<file path="src/verilog/timer8_pkg.sv">
package timer8_pkg;

    // ------------------------------------------------------------------
    // Register map
    // ------------------------------------------------------------------
    localparam int ADDR_W = 3;
    localparam logic [2:0] OFF_CTRL = 3'h0;
    localparam logic [2:0] OFF_COUNT = 3'h1;
    localparam logic [2:0] OFF_COMPARE = 3'h2;
    localparam logic [2:0] OFF_FLAGS = 3'h3;

    // ------------------------------------------------------------------
    // Control and flag register field positions
    // ------------------------------------------------------------------
    localparam int CTRL_MODE_LSB = 0;
    localparam int CTRL_ACTION_LSB = 2;
    localparam int CTRL_DIR_BIT = 4;
    localparam int CTRL_PORT_BIT = 5;
    localparam int CTRL_RUN_BIT = 6;
    localparam int CTRL_FORCE_BIT = 7;
    localparam int FLAG_OVF_BIT = 0;
    localparam int FLAG_CMP_BIT = 1;

    // ------------------------------------------------------------------
    // Values
    // ------------------------------------------------------------------
    localparam logic [7:0] COUNT_BOTTOM = 8'h00;
    localparam logic [7:0] COUNT_MAX = 8'hff;
    localparam logic [7:0] COUNT_RESET = 8'h00;
    localparam logic [7:0] COMPARE_RESET = 8'h00;
    localparam int TICK_DIV_DEFAULT = 1;

    typedef enum logic [1:0] {
        MODE_NORMAL = 2'd0,
        MODE_PHASE_CORRECT = 2'd1,
        MODE_CLEAR_ON_MATCH = 2'd2,
        MODE_FAST_PWM = 2'd3
    } waveform_mode_t;

    typedef enum logic [1:0] {
        ACT_NONE = 2'd0,
        ACT_TOGGLE = 2'd1,
        ACT_CLEAR = 2'd2,
        ACT_SET = 2'd3
    } output_action_t;

    typedef struct packed {
        logic run;
        logic port_data;
        logic pin_direction_bit;
        output_action_t output_action_select;
        waveform_mode_t waveform_mode_select;
    } ctrl_t;

    localparam ctrl_t CTRL_RESET = '{1'b0, 1'b0, 1'b0, ACT_NONE, MODE_NORMAL};

endpackage : timer8_pkg

</file>
<file path="src/verilog/timer8_compare_waveform.sv">
// Our own choices: the plain strobed port and the address map.
module timer8_compare_waveform #(
    parameter int TICK_DIV = timer8_pkg::TICK_DIV_DEFAULT
) (
    input wire logic ref_clk_i,
    input wire logic reset_i,
    input wire logic [timer8_pkg::ADDR_W-1:0] addr_i,
    input wire logic [7:0] wdata_i,
    input wire logic write_i,
    input wire logic read_i,
    output logic [7:0] rdata_o,
    output logic pin_out_o,
    output logic pin_oe_n_o
);
    import timer8_pkg::*;

    // A divider of zero would never produce a timer tick.
    if (TICK_DIV < 1) begin : g_bad_div
        $error("TICK_DIV must be at least one");
    end

    // ------------------------------------------------------------------
    // Timer tick divider
    // ------------------------------------------------------------------
    localparam int DIV_W = (TICK_DIV > 1) ? $clog2(TICK_DIV) : 1;
    localparam logic [DIV_W-1:0] DIV_LAST = DIV_W'(TICK_DIV - 1);

    logic [DIV_W-1:0] div_q, div_d;
    logic tick_q, tick_d;
    ctrl_t ctrl_q, ctrl_d;

    always_comb begin
        div_d = div_q;
        tick_d = 1'b0;
        if (ctrl_q.run) begin
            if (div_q == DIV_LAST) begin
                div_d = '0;
                tick_d = 1'b1;
            end else begin
                div_d = div_q + 1'b1;
            end
        end else begin
            div_d = '0;
        end
    end

    always_ff @(posedge ref_clk_i or posedge reset_i) begin
        if (reset_i) begin
            div_q <= '0;
            tick_q <= 1'b0;
        end else begin
            div_q <= div_d;
            tick_q <= tick_d;
        end
    end

    // ------------------------------------------------------------------
    // Counter, compare and waveform state
    // ------------------------------------------------------------------
    logic [7:0] count_q, count_d;
    logic [7:0] cmp_buf_q, cmp_buf_d;
    logic [7:0] cmp_act_q, cmp_act_d;
    logic block_q, block_d;
    logic oc_q, oc_d;
    logic ovf_q, ovf_d;
    logic cmpf_q, cmpf_d;
    logic pin_q, pin_d;
    logic oe_n_q, oe_n_d;
    logic [7:0] rdata_q, rdata_d;

    logic wr_ctrl, wr_count, wr_cmp, wr_flags;
    logic match, wrap, pwm_mode, force_hit;
    logic ovf_set;
    output_action_t force_act;

    function automatic logic apply_action(input output_action_t act, input logic cur);
        logic res;
        res = cur;
        unique case (act)
            ACT_NONE: res = cur;
            ACT_TOGGLE: res = ~cur;
            ACT_CLEAR: res = 1'b0;
            ACT_SET: res = 1'b1;
        endcase
        return res;
    endfunction : apply_action

    // ------------------------------------------------------------------
    // Bus decode and timer events
    // ------------------------------------------------------------------
    always_comb begin
        wr_ctrl = write_i && (addr_i == OFF_CTRL);
        wr_count = write_i && (addr_i == OFF_COUNT);
        wr_cmp = write_i && (addr_i == OFF_COMPARE);
        wr_flags = write_i && (addr_i == OFF_FLAGS);
        pwm_mode = ctrl_q.waveform_mode_select[0];
        match = tick_q && !block_q && (count_q == cmp_act_q);
        wrap = tick_q && (count_q == COUNT_MAX);
        // The mode written beside the strobe decides, so one write can set up and force.
        force_hit = wr_ctrl && wdata_i[CTRL_FORCE_BIT] && !wdata_i[CTRL_MODE_LSB];
        force_act = output_action_t'(wdata_i[CTRL_ACTION_LSB +: 2]);
        // The unsupported dual-slope mode holds the counter, so it never overflows.
        ovf_set = wrap && (ctrl_q.waveform_mode_select != MODE_PHASE_CORRECT);
    end

    // ------------------------------------------------------------------
    // Control register
    // ------------------------------------------------------------------
    always_comb begin
        ctrl_d = ctrl_q;
        // Mode changes leave the output state alone.
        if (wr_ctrl) begin
            ctrl_d.waveform_mode_select = waveform_mode_t'(wdata_i[CTRL_MODE_LSB +: 2]);
            ctrl_d.output_action_select = output_action_t'(wdata_i[CTRL_ACTION_LSB +: 2]);
            ctrl_d.pin_direction_bit = wdata_i[CTRL_DIR_BIT];
            ctrl_d.port_data = wdata_i[CTRL_PORT_BIT];
            ctrl_d.run = wdata_i[CTRL_RUN_BIT];
        end
    end

    always_ff @(posedge ref_clk_i or posedge reset_i) begin
        if (reset_i) begin
            ctrl_q <= CTRL_RESET;
        end else begin
            ctrl_q <= ctrl_d;
        end
    end

    // ------------------------------------------------------------------
    // Compare value and its buffer
    // ------------------------------------------------------------------
    always_comb begin
        cmp_buf_d = cmp_buf_q;
        cmp_act_d = cmp_act_q;
        if (wrap && (ctrl_q.waveform_mode_select == MODE_FAST_PWM)) begin
            cmp_act_d = cmp_buf_q;
        end
        if (wr_cmp) begin
            cmp_buf_d = wdata_i;
            if (!pwm_mode) begin
                cmp_act_d = wdata_i;
            end
        end
    end

    always_ff @(posedge ref_clk_i or posedge reset_i) begin
        if (reset_i) begin
            cmp_buf_q <= COMPARE_RESET;
            cmp_act_q <= COMPARE_RESET;
        end else begin
            cmp_buf_q <= cmp_buf_d;
            cmp_act_q <= cmp_act_d;
        end
    end

    // ------------------------------------------------------------------
    // Counter and compare output state
    // ------------------------------------------------------------------
    always_comb begin
        count_d = count_q;
        block_d = block_q;
        oc_d = oc_q;
        if (tick_q) begin
            block_d = 1'b0;
            unique case (ctrl_q.waveform_mode_select)
                MODE_NORMAL: begin
                    count_d = count_q + 8'h01;
                    if (match) begin
                        oc_d = apply_action(ctrl_q.output_action_select, oc_q);
                    end
                end
                MODE_CLEAR_ON_MATCH: begin
                    if (match) begin
                        count_d = COUNT_BOTTOM;
                        oc_d = apply_action(ctrl_q.output_action_select, oc_q);
                    end else begin
                        count_d = count_q + 8'h01;
                    end
                end
                MODE_FAST_PWM: begin
                    count_d = count_q + 8'h01;
                    if (match) begin
                        oc_d = apply_action(ctrl_q.output_action_select, oc_q);
                    end
                    if (wrap) begin
                        // Bottom wins over a match at maximum, giving a steady level.
                        if (ctrl_q.output_action_select == ACT_CLEAR) begin
                            oc_d = 1'b1;
                        end else if (ctrl_q.output_action_select == ACT_SET) begin
                            oc_d = 1'b0;
                        end
                    end
                end
                MODE_PHASE_CORRECT: begin
                    count_d = count_q;
                end
            endcase
        end

        // A forced compare acts on the output state only.
        if (force_hit) begin
            oc_d = apply_action(force_act, oc_q);
        end

        // A counter write beats counting and clearing, and masks a match at the next tick.
        if (wr_count) begin
            count_d = wdata_i;
            block_d = 1'b1;
        end
    end

    always_ff @(posedge ref_clk_i or posedge reset_i) begin
        if (reset_i) begin
            count_q <= COUNT_RESET;
            block_q <= 1'b0;
            oc_q <= 1'b0;
        end else begin
            count_q <= count_d;
            block_q <= block_d;
            oc_q <= oc_d;
        end
    end

    // ------------------------------------------------------------------
    // Status flags
    // ------------------------------------------------------------------
    always_comb begin
        ovf_d = ovf_q;
        cmpf_d = cmpf_q;
        if (wr_flags && wdata_i[FLAG_OVF_BIT]) begin
            ovf_d = 1'b0;
        end
        if (wr_flags && wdata_i[FLAG_CMP_BIT]) begin
            cmpf_d = 1'b0;
        end
        // A hardware set in the same cycle wins over the clear.
        if (ovf_set) begin
            ovf_d = 1'b1;
        end
        if (match) begin
            cmpf_d = 1'b1;
        end
    end

    always_ff @(posedge ref_clk_i or posedge reset_i) begin
        if (reset_i) begin
            ovf_q <= 1'b0;
            cmpf_q <= 1'b0;
        end else begin
            ovf_q <= ovf_d;
            cmpf_q <= cmpf_d;
        end
    end

    // ------------------------------------------------------------------
    // Pin output and direction
    // ------------------------------------------------------------------
    always_comb begin
        if (ctrl_d.output_action_select != ACT_NONE) begin
            pin_d = oc_d;
        end else begin
            pin_d = ctrl_d.port_data;
        end
        oe_n_d = ~ctrl_d.pin_direction_bit;
    end

    always_ff @(posedge ref_clk_i or posedge reset_i) begin
        if (reset_i) begin
            pin_q <= 1'b0;
            oe_n_q <= 1'b1;
        end else begin
            pin_q <= pin_d;
            oe_n_q <= oe_n_d;
        end
    end

    // ------------------------------------------------------------------
    // Read data
    // ------------------------------------------------------------------
    always_comb begin
        rdata_d = 8'h00;
        if (read_i) begin
            unique case (addr_i)
                OFF_CTRL: rdata_d = {1'b0, ctrl_q.run, ctrl_q.port_data,
                    ctrl_q.pin_direction_bit, ctrl_q.output_action_select,
                    ctrl_q.waveform_mode_select};
                OFF_COUNT: rdata_d = count_q;
                OFF_COMPARE: rdata_d = cmp_buf_q;
                OFF_FLAGS: rdata_d = {6'b00_0000, cmpf_q, ovf_q};
                default: rdata_d = 8'h00;
            endcase
        end
    end

    // Read data stand for one cycle only, so the bus sees zero when idle.
    always_ff @(posedge ref_clk_i or posedge reset_i) begin
        if (reset_i) begin
            rdata_q <= 8'h00;
        end else begin
            rdata_q <= rdata_d;
        end
    end

    assign rdata_o = rdata_q;
    assign pin_out_o = pin_q;
    assign pin_oe_n_o = oe_n_q;

endmodule : timer8_compare_waveform

</file>
<file path="config.mk">
export PLATFORM = sky130hd
export DESIGN_NAME = timer8_compare_waveform
export DESIGN_NICKNAME = d
export VERILOG_FILES = /design/src/verilog/timer8_pkg.sv /design/src/verilog/timer8_compare_waveform.sv
export SDC_FILE = /design/constraint.sdc
export NUM_CORES = 1
export LEC_CHECK = 0
export BUFFER_PORTS_ARGS = -buffer_cell sky130_fd_sc_hd__buf_2
export CORE_AREA = 4 4 80 82
export DETAILED_ROUTE_END_ITERATION = 12
export DIE_AREA = 0 0 84 86
export PLACE_DENSITY = 0.7
export SYNTH_ARGS = -nofsm -noshare
export SYNTH_HDL_FRONTEND = slang
export SYNTH_SLANG_ARGS = --single-unit
</file>
<file path="constraint.sdc">
create_clock -name ref_clk_i -period 2.32 [get_ports ref_clk_i]
set_input_delay 0.232 -clock ref_clk_i [delete_from_list [all_inputs] [get_ports ref_clk_i]]
set_output_delay 0.232 -clock ref_clk_i [all_outputs]
set_load 0.03 [all_outputs]
</file>
# == Word-level counts from Yosys, hierarchy flattened ==
# Cells that the tools add are included.
# word_totals
out_inout_bits,10
register_bits,47
elab_cells,93
input_bits,15
# op_classes
reduce_logical,26
bitwise_logic,2
add_sub_neg,2
eq_ne,16
mux,30
# op_table
op,count
8-bit 2-to-1 mux,7
8-bit case mux with 4 select lines,1
1-bit 2-to-1 mux,17
8-bit case mux with 2 select lines,1
1-bit logical AND,13
"2-bit equality test, second input constant",6
"8-bit by 1-bit adder with 8-bit output, second input constant",1
8-bit equality test,1
"8-bit equality test, second input constant",1
1-bit case mux with 4 select lines,2
2-bit nonzero test,4
"2-bit by 1-bit equality test with 1-bit output, second input constant",3
"3-bit by 2-bit equality test with 1-bit output, second input constant",2
2-bit zero test,3
6-bit 2-to-1 mux,1
2-bit OR reduction,2
"3-bit by 1-bit equality test with 1-bit output, second input constant",1
3-bit zero test,1
1-bit zero test,2
"2-bit by 1-bit inequality test with 1-bit output, second input constant",1
"2-bit inequality test, second input constant",1
1-bit NOT,2
1-bit case mux with 2 select lines,1
2-bit AND reduction,1
"1-bit adder, second input constant",1

# == Depth between registers and ports, before layout ==
# logic_depth
ltp_word,11
ltp_mapped,7

# == Least setup slack after synthesis ==
# OpenSTA, ideal clock, no wires.
# synth_path
path_kind,register to register
start,reg count_q[4]
end,reg pin_q (netlist: pin_out_o)
arrival_time_ns,1.697
setup_time_ns,0.124
period_less_slack_ns,1.821
path_slack_ns,0.499
path_stages_with_launch,8
required_time_ns,2.196
path_cell_list,dfrtp_1 -> clkbuf_2 -> xnor2_2 -> nand4_2 -> nor3_4 -> mux2_2 -> a211oi_2 -> a21oi_1
# synth_via
elab_chain_cells,10
# synth_rtl
item,line_no,text
from (decl),timer8_compare_waveform.sv:60,"logic [7:0] count_q, count_d;"
from (signal assigned),timer8_compare_waveform.sv:218,count_q <= count_d;
8-bit equality test,timer8_compare_waveform.sv:97,match = tick_q && !block_q && (count_q == cmp_act_q);
1-bit logical AND,timer8_compare_waveform.sv:97,
1-bit 2-to-1 mux,timer8_compare_waveform.sv:168,if (match) begin
1-bit 2-to-1 mux,timer8_compare_waveform.sv:189,end else if (ctrl_q.output_action_select == ACT_SET) begin
1-bit 2-to-1 mux,timer8_compare_waveform.sv:187,if (ctrl_q.output_action_select == ACT_CLEAR) begin
1-bit 2-to-1 mux,timer8_compare_waveform.sv:185,if (wrap) begin
1-bit case mux with 2 select lines *,timer8_compare_waveform.sv:165,unique case (ctrl_q.waveform_mode_select)
1-bit 2-to-1 mux *,timer8_compare_waveform.sv:163,if (tick_q) begin
1-bit 2-to-1 mux *,timer8_compare_waveform.sv:201,if (force_hit) begin
1-bit 2-to-1 mux *,timer8_compare_waveform.sv:259,if (ctrl_d.output_action_select != ACT_NONE) begin
net pin_d,timer8_compare_waveform.sv:67,"logic pin_q, pin_d;"
to (signal assigned),timer8_compare_waveform.sv:272,pin_q <= pin_d;
to (decl),timer8_compare_waveform.sv:67,
# Mark *: on every way through the listed nets, which the timed path passes. The rest lies on a longest branch.
# A chain may end at the register's enable or synchronous reset.

# == Worst setup path in the final report ==
# layout_path
start,reg count_q[6]
end,reg pin_q (netlist: pin_out_o)
# Same word-level chain as after synthesis.

==> impl_metrics.py <==
metrics = {
    "status": {
        "status": "finished clean",
    },
    "critical_path": {
        "cpPeakStageDelay_ps": 450,
        "ff2ff_path_depth": 6,
        "rr_startpoint": "count_q[6]",
        "critPathBufInv": 0,
        "cp_data_arrival_time_ps": 2290,
        "cp_max_fo": 6,
        "cp.required_ps": 2520,
        "critical-path-top-delay-family": "simple AND/OR/NAND/NOR gates",
        "worstSetupPathType": "register to register",
        "crit_start": "count_q[6]",
        "r2r_slack_ps": 230,
        "r2r-end": "pin_out_o",
        "cp_cell_sequence": "xnor2_1 -> nand4_2 -> nor3_4 -> mux2_2 -> a211oi_2 -> a21oi_1",
        "slowest_stage": "dfrtp_1",
        "start_kind": "register",
        "end_kind": "register",
    },
    "global_route": {
        "grt_max_degree": 20,
        "grt_pass1_wl_um": 9853,
        "gr-total-overflow": 0,
        "first_global_vias": 1881,
        "grt.total_usage_pct": 17.63,
        "antenna_found_initial": 0,
    },
    "synth": {
        "yosys.area.top_type": "dfrtp_1",
        "synth_edf_count": 0,
        "synth.avg_cell_area_sq_um": 10.31,
        "syn_nets": 263,
        "synth_top_area_share_pct": 45.14,
        "seq_area_frac_synth_pct": 46.19,
        "synth.distinct_cells": 44,
        "async_flop_share_pct": 100.0,
        "synth_area_leaders": "dfrtp_1, mux2i_1, mux2_2, a21oi_1, nor2_1",
        "netlist_instances": 242,
        "synth_ff_type": "dfrtp_1",
        "syn_area_sq_mm": 0.002495,
        "synth-seq-cells": 46,
        "ys_warn_count": 0,
    },
    "die": {
        "start_util_pct": 43.42,
        "rows": 28,
        "die_h_um": 86,
        "die-area_sq_mm": 0.007224,
        "io_pins": 25,
        "coreArea_sq_mm": 0.005746,
        "dieWidth_um": 84,
    },
    "final_layout": {
        "finalNetCount": 290,
        "post-route-cell-area_sq_mm": 0.002825,
        "area_growth_pct": 13.24,
        "diodes": 0,
        "drive_gt1_share_pct": 23.70,
        "nFillCells": 541,
        "stdcell_count": 345,
    },
    "drt": {
        "wl_um": 5868,
        "postRouteAntennaNets": 0,
        "wire_per_inst_um": 17.01,
        "drtPass1Iterations": 4,
        "drc": 0,
        "drtIter0Drc": 146,
        "post_drt_via_cell_ratio": 5.383,
        "via_count": 1857,
    },
    "cts": {
        "cts_tree": "done",
        "tritoncts.num_buffers": 5,
        "h-tree-depth": 2,
        "clk_pin_slew_ps": 90,
        "clock_latency_ps": 310,
        "ctsResizeCount": 0,
        "ctsHoldBuffers": 1,
        "cts-root-buf": "clkbuf_8",
        "max-clock-path-buffers": 2,
        "post-cts-setup-buffers": 0,
        "clkSinkCount": 46,
    },
    "sta": {
        "max_freq_mhz": 478.8,
        "relSlewSlack_pct": 66.28,
        "rsz0062_at_grt": "no",
        "drv_slew": 0,
        "fin_crit_ps": 2089,
        "hold_viol_final": 0,
        "setup_viol_count_final": 0,
        "worst_slew_pin_slew_ps": 504.6,
        "fin_crit_sh_pct": 90.03,
        "totalNegativeSetupSlack_ps": 0,
        "finClkSkew_ps": 11.15,
    },
    "placement": {
        "dp.cells": 336,
        "gp_congestion": 0.9443,
        "dp_hpwl_um": 4565,
        "portBuffers": 24,
        "place_area_sq_mm": 0.002701,
    },
    "power_and_ir_drop": {
        "p_leak_nw": 1.294,
        "power_density_mw_per_mm2": 964.7,
        "ir_drop_mv": 0.4616,
    },
    "worst_hold_path": {
        "hp-start": "wdata_i[4]",
        "hold_depth": 2,
        "min_to": "pin_oe_n_o",
        "hold_path.class": "primary input to register",
    },
    "job": {
        "maxCapViolations": 0,
    },
}
## cells by family after synthesis
kind of cell               synth area share, %
AOI/OAI and AO/OA                        11.18
xor gates and xnor gates                 5.216
adders and majority gates                3.009
buffers and inverters                    2.858
DFF                                      46.19
muxes                                    14.49
and+or+nand+nor                          17.05
## flip-flops by register name, summed over array words and instances, names as in the netlist
signal      cells
count_q         8
pin_oe_n_o      1
ovf_q           1
cmp_act_q       8
rdata_o         8
ctrl_q          7
cmp_buf_q       8
cmpf_q          1
block_q         1
pin_out_o       1
oc_q            1
tick_q          1
## synthesized netlist by cell type (4+ instances only)
| cell | n |
|---|---|
| mux2i_1 | 17 |
| nand4_1 | 6 |
| nand2_1 | 21 |
| a21oi_1 | 21 |
| buf_2 | 5 |
| clkbuf_1 | 4 |
| mux2_2 | 13 |
| ha_1 | 6 |
| dfrtp_1 | 45 |
| nor2b_1 | 7 |
| nor2_1 | 25 |
| o21ai_0 | 12 |
| inv_1 | 5 |
| xnor2_1 | 10 |
## layer usage
layer  up-vias  GRT usage [%]  wire, um
li1        897              -         -
met1       890          22.67      2610
met2        51          28.99      2819
met3        19          3.170       216
met4         0          8.333       222
met5         -              0         0
## power by group
part	total (mW)	internal (mW)	switching [mW]
clock	0.610	0.321	0.289
sequential	1.26	1.01	0.257
combinational	0.851	0.394	0.457
## layout by cell type, fill, tap and decap left out, types with 2 or more instances in the layout
| master | synthesis | final |
|---|---|---|
| nand2_1 | 21 | 21 |
| nor2b_1 | 7 | 7 |
| nor4_1 | 2 | 2 |
| clkinvlp_4 | 0 | 2 |
| xor2_1 | 3 | 3 |
| xnor2_1 | 10 | 10 |
| nand3_1 | 2 | 2 |
| mux2_2 | 13 | 13 |
| nor2_1 | 25 | 25 |
| and3b_1 | 2 | 2 |
| buf_4 | 1 | 6 |
| nor3_1 | 3 | 3 |
| o21ai_0 | 12 | 12 |
| o21bai_1 | 2 | 2 |
| a21oi_1 | 21 | 21 |
| nand4_1 | 6 | 6 |
| nand2b_1 | 3 | 3 |
| dfrtp_1 | 45 | 45 |
| inv_1 | 5 | 4 |
| ha_1 | 6 | 6 |
| clkbuf_8 | 0 | 5 |
| mux2i_1 | 17 | 17 |
| o2111ai_1 | 2 | 2 |
| mux4_2 | 2 | 2 |
| and2_1 | 3 | 3 |
| a21o_1 | 2 | 2 |
| buf_2 | 5 | 24 |
## stage by stage
step	utilization [%]	hold slack [ps]	worst slack, ps	power (mW)
6_report	49.17	124.4	231.3	2.725
2_1_floorplan	-	309.4	499.3	1.890
5_1_grt	49.17	136.5	120.2	2.898
3_5_place_dp	47.02	206.8	260.5	2.117
4_1_cts	49.17	123.6	244.9	2.730
3_3_place_gp	47.02	201.0	309.6	2.087
## final cells by class
| class | instances | area (sq um) | area share, % |
|---|---|---|---|
| clock buffer | 5 | 68.82 | 2.436 |
| clock inverter | 3 | 45.04 | 1.594 |
| inverter | 5 | 18.77 | 0.6643 |
| multi-input combinational | 180 | 1271 | 45.00 |
| sequential | 46 | 1152 | 40.79 |
| tap | 75 | 93.84 | 3.322 |
| timing repair buffer | 31 | 175.2 | 6.200 |
## worst max-delay path by stage
stage	end	cells after the start
5_1_grt	pin_out_o	6
3_5_place_dp	pin_out_o	6
2_1_floorplan	pin_out_o	7
6_report	pin_out_o	6
3_3_place_gp	pin_out_o	6
4_1_cts	pin_out_o	6
(Power assumes the default switching activity.)
